### src/rtl/anr_pkg.sv
// Purpose: Shared constants and carriers for the auto-negotiation ability registers.
// Assumes: 16-bit management registers addressed by a 5-bit register index.
// Notes:   Offsets are register indices on the serial management interface.
package anr_pkg;

  localparam logic [4:0]  ADDR_LOCAL_ADV     = 5'h04;
  localparam logic [4:0]  ADDR_PARTNER       = 5'h05;
  localparam int          BIT_NEXT_PAGE      = 15;
  localparam int          BIT_ACK            = 14;
  localparam int          BIT_REMOTE_FAULT   = 13;
  localparam int          BIT_RSVD_HI        = 14;
  localparam int          BIT_RSVD_LO        = 12;
  localparam int          BIT_ASYM_PAUSE     = 11;
  localparam int          BIT_SYM_PAUSE      = 10;
  localparam int          BIT_T4             = 9;
  localparam int          BIT_TX_FULL        = 8;
  localparam int          BIT_TX_HALF        = 7;
  localparam int          BIT_T_FULL         = 6;
  localparam int          BIT_T_HALF         = 5;
  localparam int          BIT_SEL_HI         = 4;
  localparam logic [4:0]  SELECTOR_IEEE      = 5'h01;
  localparam logic [15:0] PARTNER_RESET      = 16'h0000;
  // Writable bits of the advertisement word: 15, 13, 11, 10, 8..0.
  localparam logic [15:0] LOCAL_WRITE_MASK   = 16'hADFF;

  // One management access as seen by the register bank.
  typedef struct packed {
    logic        write;
    logic        read;
    logic [4:0]  addr;
    logic [15:0] wdata;
  } anr_mgmt_req_s;

  // Strap levels that seed the speed and duplex ability bits.
  typedef struct packed {
    logic txFull;
    logic txHalf;
    logic tFull;
    logic tHalf;
  } anr_strap_s;

endpackage : anr_pkg

### src/rtl/anr_ability_regs.sv
// Purpose: Local advertisement and partner ability registers for auto-negotiation.
// Assumes: Management accesses arrive decoded, one cycle strobes, on clk.
// Notes:   Strap pins are synchronised and sampled once after reset release.
`timescale 1ns/1ps

// Functional notes
// - Advertisement bit 15 is read/write, reset 0, requests next page exchange.
// - Advertisement bit 11 read/write, reset 0, advertises asymmetric pause.
// - Advertisement bit 10 read/write, reset 0, advertises symmetric pause.
// - Advertisement bit 9, T4 ability, always reads zero.
// - Advertisement bits 8 to 5 select advertised speed and duplex abilities.
// - Basic pin mode seeds bits 8..6 from straps; software and hardware may update.
// - Bit 5 is seeded from its strap in both pin modes.
// - Forced speed and duplex ignores the four ability bits.
// - Selector bits 4..0 are read/write and reset to 00001.
// - Partner register is read-only and resets to zero.
// - Partner bit 15 shows the partner next page request.
// - Partner bit 14 shows the partner acknowledge.
// - Partner bit 13 shows the partner remote fault.
// - Partner bits 11 and 10 show partner asymmetric and symmetric pause.
// - Partner bit 9 shows partner T4 ability.
// - Partner bits 8..5 show partner speed and duplex abilities.
// - Partner bits 4..0 hold the received selector field.
// - Advertisement sits at offset 4h, reset value ends in 1h.
module anr_ability_regs
  import anr_pkg::*;
(
  input  wire logic          clk,
  input  wire logic          reset,
  input  wire anr_mgmt_req_s mgmtReq,
  output logic [15:0]        mgmtRdata,
  output logic               mgmtRvalid,
  input  wire logic          basicMode,
  input  wire anr_strap_s    strapPins,
  input  wire logic          forcedMode,
  input  wire logic          hwAbilityWrite,
  input  wire logic [3:0]    hwAbility,
  input  wire logic          pageReceived,
  input  wire logic [15:0]   rxCodeWord,
  output logic [15:0]        txCodeWord
);

  logic [15:0] localAdv;
  logic [15:0] partnerAbility;
  anr_strap_s  strapMeta;
  anr_strap_s  strapSync;
  logic        basicMeta;
  logic        basicSync;
  logic [1:0]  strapCount;
  logic        strapLoad;
  logic        advWrite;
  logic [15:0] next_localAdv;

  // Straps come from pins, so they pass two flip-flops before use.
  always_ff @(posedge clk or posedge reset) begin
    if (reset) begin
      strapMeta <= '0;
      strapSync <= '0;
      basicMeta <= 1'b0;
      basicSync <= 1'b0;
    end else begin
      strapMeta <= strapPins;
      strapSync <= strapMeta;
      basicMeta <= basicMode;
      basicSync <= basicMeta;
    end
  end

  // Wait for the synchroniser to fill, then take the straps once.
  always_ff @(posedge clk or posedge reset) begin
    if (reset) begin
      strapCount <= 2'h0;
    end else if (strapCount != 2'h3) begin
      strapCount <= strapCount + 2'h1;
    end
  end

  assign strapLoad = (strapCount == 2'h2);
  assign advWrite  = mgmtReq.write && (mgmtReq.addr == ADDR_LOCAL_ADV);

  // Software writes win over hardware updates; read-only bits are masked off.
  always_comb begin
    next_localAdv = localAdv;
    if (strapLoad) begin
      if (basicSync) begin
        next_localAdv[BIT_TX_FULL] = strapSync.txFull;
        next_localAdv[BIT_TX_HALF] = strapSync.txHalf;
        next_localAdv[BIT_T_FULL]  = strapSync.tFull;
      end
      next_localAdv[BIT_T_HALF] = strapSync.tHalf;
    end
    if (hwAbilityWrite) begin
      next_localAdv[BIT_TX_FULL:BIT_T_HALF] = hwAbility;
    end
    if (advWrite) begin
      // Remote fault bit 13 is stored as written; software must keep it 0.
      next_localAdv = mgmtReq.wdata & LOCAL_WRITE_MASK;
    end
    next_localAdv[BIT_T4]      = 1'b0;
    next_localAdv[BIT_RSVD_HI] = 1'b0;
    next_localAdv[BIT_RSVD_LO] = 1'b0;
  end

  // Until the straps are taken the ability bits read zero.
  always_ff @(posedge clk or posedge reset) begin
    if (reset) begin
      localAdv <= {11'h000, SELECTOR_IEEE};
    end else begin
      localAdv <= next_localAdv;
    end
  end

  // Partner word is captured only on a received base page, one field to a line.
  // Reserved bit 12 is passed through as sent, so an odd partner stays visible to software.
  always_ff @(posedge clk or posedge reset) begin
    if (reset) begin
      partnerAbility <= PARTNER_RESET;
    end else if (pageReceived) begin
      // Link control bits come first.
      partnerAbility[BIT_NEXT_PAGE] <= rxCodeWord[BIT_NEXT_PAGE];
      partnerAbility[BIT_ACK] <= rxCodeWord[BIT_ACK];
      partnerAbility[BIT_REMOTE_FAULT] <= rxCodeWord[BIT_REMOTE_FAULT];
      partnerAbility[BIT_RSVD_LO] <= rxCodeWord[BIT_RSVD_LO];
      // Pause, technology abilities and the selector follow.
      partnerAbility[BIT_ASYM_PAUSE] <= rxCodeWord[BIT_ASYM_PAUSE];
      partnerAbility[BIT_SYM_PAUSE] <= rxCodeWord[BIT_SYM_PAUSE];
      partnerAbility[BIT_T4] <= rxCodeWord[BIT_T4];
      partnerAbility[BIT_TX_FULL:BIT_T_HALF] <= rxCodeWord[BIT_TX_FULL:BIT_T_HALF];
      partnerAbility[BIT_SEL_HI:0] <= rxCodeWord[BIT_SEL_HI:0];
    end
  end

  // Forced mode blanks the speed and duplex bits on the wire, not in the register.
  always_ff @(posedge clk or posedge reset) begin
    if (reset) begin
      txCodeWord <= 16'h0000;
    end else begin
      txCodeWord <= localAdv;
      if (forcedMode) begin
        txCodeWord[BIT_TX_FULL:BIT_T_HALF] <= 4'h0;
      end
    end
  end

  // Read data is registered; unmapped offsets read as zero.
  always_ff @(posedge clk or posedge reset) begin
    if (reset) begin
      mgmtRdata  <= 16'h0000;
      mgmtRvalid <= 1'b0;
    end else begin
      mgmtRvalid <= mgmtReq.read;
      if (mgmtReq.read) begin
        unique case (mgmtReq.addr)
          ADDR_LOCAL_ADV: mgmtRdata <= localAdv;
          ADDR_PARTNER:   mgmtRdata <= partnerAbility;
          default:        mgmtRdata <= 16'h0000;
        endcase
      end
    end
  end

  // The checks below watch only what this block drives, and rest while reset is high.
  // Rules that bind the management host are kept by the bench, not checked here.
  // Edge-relative checks use one-cycle implication, matching the registered outputs; the two reset-release checks use |-> instead.

  // Read-only advertisement bits never come up set.
  a_t4_zero: assert property (@(posedge clk) disable iff (reset)
    !localAdv[BIT_T4] && !localAdv[BIT_RSVD_HI] && !localAdv[BIT_RSVD_LO])
    else $error("Advertisement read-only bit is set.");

  // Upper advertisement bits follow a software write, minus the read-only ones.
  a_adv_write: assert property (@(posedge clk) disable iff (reset)
    advWrite |=> localAdv[15:10] == ($past(mgmtReq.wdata[15:10]) & LOCAL_WRITE_MASK[15:10]))
    else $error("Advertisement upper write not stored.");

  // The selector field takes whatever software writes.
  a_selector_write: assert property (@(posedge clk) disable iff (reset)
    advWrite |=> localAdv[BIT_SEL_HI:0] == $past(mgmtReq.wdata[BIT_SEL_HI:0]))
    else $error("Selector write not stored.");

  // The four ability bits take a software write as it stands.
  a_ability_write: assert property (@(posedge clk) disable iff (reset)
    advWrite |=>
      localAdv[BIT_TX_FULL:BIT_T_HALF] == $past(mgmtReq.wdata[BIT_TX_FULL:BIT_T_HALF]))
    else $error("Ability write not stored.");

  // A hardware ability update lands unless software writes in the same cycle.
  a_hw_update: assert property (@(posedge clk) disable iff (reset)
    hwAbilityWrite && !advWrite |=> localAdv[BIT_TX_FULL:BIT_T_HALF] == $past(hwAbility))
    else $error("Hardware ability update not stored.");

  // Software wins over a hardware update that falls in the same cycle.
  a_sw_over_hw: assert property (@(posedge clk) disable iff (reset)
    advWrite && hwAbilityWrite |=>
      localAdv[BIT_TX_FULL:BIT_T_HALF] == $past(mgmtReq.wdata[BIT_TX_FULL:BIT_T_HALF]))
    else $error("Hardware update beat a software write.");

  // In basic pin mode the three upper ability bits take their straps.
  a_strap_basic: assert property (@(posedge clk) disable iff (reset)
    strapLoad && basicSync && !advWrite && !hwAbilityWrite |=>
      localAdv[BIT_TX_FULL:BIT_T_FULL] ==
        $past({strapSync.txFull, strapSync.txHalf, strapSync.tFull}))
    else $error("Basic mode straps not taken.");

  // In enhanced pin mode the strap load leaves the three upper ability bits alone.
  a_strap_enh: assert property (@(posedge clk) disable iff (reset)
    strapLoad && !basicSync && !advWrite && !hwAbilityWrite |=>
      $stable(localAdv[BIT_TX_FULL:BIT_T_FULL]))
    else $error("Enhanced mode took upper straps.");

  // The half-duplex strap is taken in both pin modes.
  a_strap_half: assert property (@(posedge clk) disable iff (reset)
    strapLoad && !advWrite && !hwAbilityWrite |=>
      localAdv[BIT_T_HALF] == $past(strapSync.tHalf))
    else $error("Half-duplex strap not taken.");

  // Straps are taken at the third edge after release, once the synchroniser is full.
  a_strap_time: assert property (@(posedge clk) disable iff (reset)
    $fell(reset) |-> ##2 strapLoad)
    else $error("Strap load not at the expected edge.");

  // The straps are taken once per reset; later edges never reload them.
  a_strap_once: assert property (@(posedge clk) disable iff (reset)
    strapLoad |=> !strapLoad [*8])
    else $error("Straps taken more than once.");

  // With no write, hardware update or strap load the advertisement holds its value.
  a_adv_hold: assert property (@(posedge clk) disable iff (reset)
    !advWrite && !hwAbilityWrite && !strapLoad |=> $stable(localAdv))
    else $error("Advertisement changed on its own.");

  // Forced mode leaves the stored ability bits as they are.
  a_forced_keep: assert property (@(posedge clk) disable iff (reset)
    forcedMode && !advWrite && !hwAbilityWrite && !strapLoad |=>
      $stable(localAdv[BIT_TX_FULL:BIT_T_HALF]))
    else $error("Forced mode altered stored abilities.");

  // A received page lands whole in the partner register.
  a_partner_load: assert property (@(posedge clk) disable iff (reset)
    pageReceived |=> partnerAbility == $past(rxCodeWord))
    else $error("Partner page not captured.");

  // Without a page the partner register keeps its word.
  a_partner_hold: assert property (@(posedge clk) disable iff (reset)
    !pageReceived |=> $stable(partnerAbility))
    else $error("Partner register changed without a page.");

  // Right after reset release both registers still hold their reset words.
  a_reset_values: assert property (@(posedge clk) disable iff (reset)
    $fell(reset) |-> partnerAbility == PARTNER_RESET &&
      localAdv == {11'h000, SELECTOR_IEEE})
    else $error("Register reset word wrong after release.");

  // Forced mode sends the ability bits as zero.
  a_forced_blank: assert property (@(posedge clk) disable iff (reset)
    forcedMode |=> txCodeWord[BIT_TX_FULL:BIT_T_HALF] == 4'h0)
    else $error("Forced mode sent ability bits.");

  // Outside forced mode the code word is the advertisement one cycle late.
  a_tx_follow: assert property (@(posedge clk) disable iff (reset)
    !forcedMode |=> txCodeWord == $past(localAdv))
    else $error("Code word does not follow advertisement.");

  // Reserved and T4 positions are zero on the wire as well.
  a_tx_reserved: assert property (@(posedge clk) disable iff (reset)
    !txCodeWord[BIT_T4] && !txCodeWord[BIT_RSVD_HI] && !txCodeWord[BIT_RSVD_LO])
    else $error("Code word reserved bit is set.");

  // An advertisement read answers one cycle later with the stored word.
  a_read_adv: assert property (@(posedge clk) disable iff (reset)
    mgmtReq.read && mgmtReq.addr == ADDR_LOCAL_ADV |=>
      mgmtRvalid && mgmtRdata == $past(localAdv))
    else $error("Advertisement read returned wrong data.");

  // A partner read answers one cycle later with the captured word.
  a_read_partner: assert property (@(posedge clk) disable iff (reset)
    mgmtReq.read && mgmtReq.addr == ADDR_PARTNER |=>
      mgmtRvalid && mgmtRdata == $past(partnerAbility))
    else $error("Partner read returned wrong data.");

  // Offsets outside the two registers read as zero.
  a_read_unmapped: assert property (@(posedge clk) disable iff (reset)
    mgmtReq.read && mgmtReq.addr != ADDR_LOCAL_ADV && mgmtReq.addr != ADDR_PARTNER |=>
      mgmtRdata == 16'h0000)
    else $error("Unmapped offset did not read zero.");

  // Every read strobe is answered in the next cycle.
  a_rvalid_read: assert property (@(posedge clk) disable iff (reset)
    mgmtReq.read |=> mgmtRvalid)
    else $error("Read not answered.");

  // The answer flag never rises without a read strobe.
  a_rvalid_pulse: assert property (@(posedge clk) disable iff (reset)
    !mgmtReq.read |=> !mgmtRvalid)
    else $error("Answer flag without a read.");

  // Read data holds until the next read.
  a_rdata_hold: assert property (@(posedge clk) disable iff (reset)
    !mgmtReq.read |=> $stable(mgmtRdata))
    else $error("Read data changed without a read.");

endmodule : anr_ability_regs

### config.mk
export PLATFORM = sky130hd
export DESIGN_NAME = anr_ability_regs
export DESIGN_NICKNAME = d
export VERILOG_FILES = /design/src/rtl/anr_pkg.sv /design/src/rtl/anr_ability_regs.sv
export SDC_FILE = /design/constraint.sdc
export NUM_CORES = 1
export LEC_CHECK = 0
export BUFFER_PORTS_ARGS = -buffer_cell sky130_fd_sc_hd__buf_2
export CORE_MARGIN = 4
export CORE_UTILIZATION = 42
export DETAILED_ROUTE_END_ITERATION = 8
export PLACE_DENSITY = 0.68
export SLEW_MARGIN = 20
export SYNTH_ARGS = -nofsm -noshare
export SYNTH_HDL_FRONTEND = slang
export SYNTH_SLANG_ARGS = --single-unit
### constraint.sdc
create_clock -name clk -period 7 [get_ports clk]
set_input_delay 1.4 -clock clk [delete_from_list [all_inputs] [get_ports clk]]
set_output_delay 1.4 -clock clk [all_outputs]
set_load 0.02 [all_outputs]
==> results.json <==
{
  "outcome": "finished clean",
  "drive_gt1_share_pct": 53.3,
  "worstPathMaxFanout": 13,
  "timing_hold_violations_final": 0,
  "syn_area_per_cell_sq_um": 15.5,
  "post_cts_resized": 0,
  "grt_max_degree": 72,
  "start_kind": "input port",
  "cp-end-kind": "flip-flop",
  "peakVddDrop_mv": 0.115,
  "antenna_cells": 0,
  "globalplace.congestion": 0.776,
  "synth_cell_types": 26,
  "drc_errors": 0,
  "yosys_warnings": 0,
  "final_max_slew_viol_count": 0,
  "fin_crit_ns": 2.61,
  "required_ns": 7.27,
  "rows": 28,
  "cts_tree": "built",
  "hold_path_class": "reg2reg",
  "netlist_area_sq_um": 2690,
  "crit_start": "mgmtReq[19]",
  "ios": 86,
  "clk_path_buf_depth": 2,
  "use_met2_pct": 24.0,
  "rsz0062_at_grt": "false",
  "areaGrowthSynthToFinish_pct": 22.0,
  "netlist_instances": 173,
  "fill_cells": 558,
  "clk-insertion-delay-late_ns": 0.33,
  "fin_skew_ns": 0.00792,
  "yosysTopAreaCellShare_pct": 65.2,
  "start_util_pct": 44.3,
  "p_leak_nw": 1.68,
  "postCtsSetupBuffers": 0,
  "grt_pass1_vias": 1719,
  "grt_pass1_wl_um": 8520,
  "register_area_sq_um": 1780,
  "cts_root_buf": "clkbuf_8",
  "hpwl_um": 3730,
  "powerDensity_nw_per_um2": 257,
  "multiInputGateArea_sq_um": 822,
  "dieWidth_um": 88.0,
  "clock_sinks": 71,
  "h-tree-depth": 3,
  "wl_per_cell_um": 15.9,
  "dr_total_vias": 1653,
  "synth.top_cells.by_area": "dfrtp_1 65%, mux2_2 11%, a221o_2 5.4%",
  "power.total_w": 0.000842,
  "synth_top_cell_by_area": "dfrtp_1",
  "drt-total-wl_um": 5310,
  "grt_overflow": 0,
  "drt-initial-drc-count": 85,
  "grt_use_total_pct": 15.2,
  "maxCapViolCount": 0,
  "dr.pass1.iters": 4,
  "worst_slew_pin_slew_ns": 0.847,
  "cts_hold_buf": 0,
  "antenna_found_initial": 0,
  "yosys_most_used_dff": "dfrtp_1",
  "post-route-period-util_pct": 37.3,
  "use_met3_pct": 4.61,
  "grt_busiest_layer": "met2",
  "min_from": "strapMeta[1]",
  "max_freq_ghz": 0.383,
  "critical_path_arrival_ns": 2.88,
  "die_y_um": 88.0,
  "met1_usage_pct": 18.6,
  "clk_pin_slew_ns": 0.07,
  "viasPerCell": 4.95,
  "rr_startpoint": "strapCount[0]",
  "nNetsFinal": 311,
  "ys_seq_area_share_pct": 66.2,
  "slew_headroom_pct": 43.5,
  "core_sq_um": 6060,
  "synth-edff-count": 0,
  "floorplan.die_area_sq_um": 7740,
  "path_class": "in2reg",
  "async_reset_ff_share_pct": 100,
  "io_buffers": 79,
  "cts_made_buffers": 9,
  "tns_ns": 0,
  "finalSetupViolations": 0,
  "postRouteAntennaNets": 0,
  "synth-seq-cells": 71
}
## cell usage in the layout, fill, tap and decap left out, types with 4 or more instances in the layout
master and n:
a221o_2 13, buf_2 79, clkbuf_8 11, dfrtp_1 70
mux2_2 26, nor2b_1 11, and2b_1 10, and3_1 4
## synthesized netlist by cell type (2+ instances only)
| cell | number |
|---|---|
| buf_6 | 3 |
| nand2_1 | 3 |
| dfrtp_1 | 70 |
| a211oi_1 | 3 |
| a22o_1 | 3 |
| mux2_2 | 26 |
| ha_1 | 2 |
| and3_1 | 4 |
| clkbuf_1 | 2 |
| o21ai_0 | 2 |
| a221o_2 | 13 |
| buf_4 | 3 |
| and2b_1 | 10 |
| o31ai_1 | 3 |
| nor2b_1 | 11 |
| nand3_1 | 3 |
| inv_1 | 3 |
## registers in the layout, indices dropped and copies added, names as in the netlist
signal / flops
basicMeta: 1
basicSync: 1
mgmtRvalid: 1
strapCount: 2
partnerAbility: 16
txCodeWord: 13
strapSync: 4
strapMeta: 4
mgmtRdata: 16
localAdv: 13
## cells by family after synthesis
group / after synthesis / share of synthesized area (%)
mux: 27 / 11.3
fa+ha+maj: 2 / 0.931
buf+inv: 13 / 3.54
xor+xnor: 1 / 0.326
compound gates: 24 / 8.47
flops: 71 / 66.2
simple gates: 34 / 9.17
other cells: 1 / 0.140
## cell type report
class | count | area share, %
clock buffers | 11 | 4.62
clock inverters | 3 | 0.610
inverters | 3 | 0.343
multi-input cells | 91 | 25.1
flip-flops and latches | 71 | 54.2
well taps | 75 | 2.86
repair buffers | 80 | 12.3
## where the power goes
group          leakage [nW]  switching, W  internal, W
Sequential            0.880     0.0000188     0.000450
Combinational         0.719     0.0000497    0.0000424
Clock                0.0833      0.000138     0.000143
## through the flow
step                area, sq um  setup WS [ns]  util (%)  hold WS (ns)  instances
finish                     3280           4.39      54.1         0.348        334
global route               3280           4.33      54.1         0.358        334
CTS                        3280           4.38      54.1         0.350        334
detailed placement         3110           4.02      51.3         0.335        320
global placement           3110           4.07      51.3         0.333        320
floorplan                  2700           3.81         -         0.331        175
## layer usage
metal | wire, um | vias to the layer above
met2 | 2660 | 45
met1 | 2220 | 824
met4 | 106 | 0
li1 | - | 775
met5 | 0 | -
met3 | 318 | 9
## worst max-delay path: stages
cell and delay (ns):
buf_2 0.12, nor4b_4 0.40, nor3b_4 0.67, a221o_2 0.28
## worst paths after layout
check,to,slack [ns],depth (start not counted)
max in group asynchronous,partnerAbility[12],5.13,3
setup reg to reg,localAdv[5],5.68,5
hold / removal,strapSync[1],0.35,0
setup / recovery,mgmtRdata[2],4.39,4
min in group asynchronous,strapMeta[0],1.32,3
hold reg to reg,strapSync[1],0.35,0
Power figures use the tool's default switching activity.
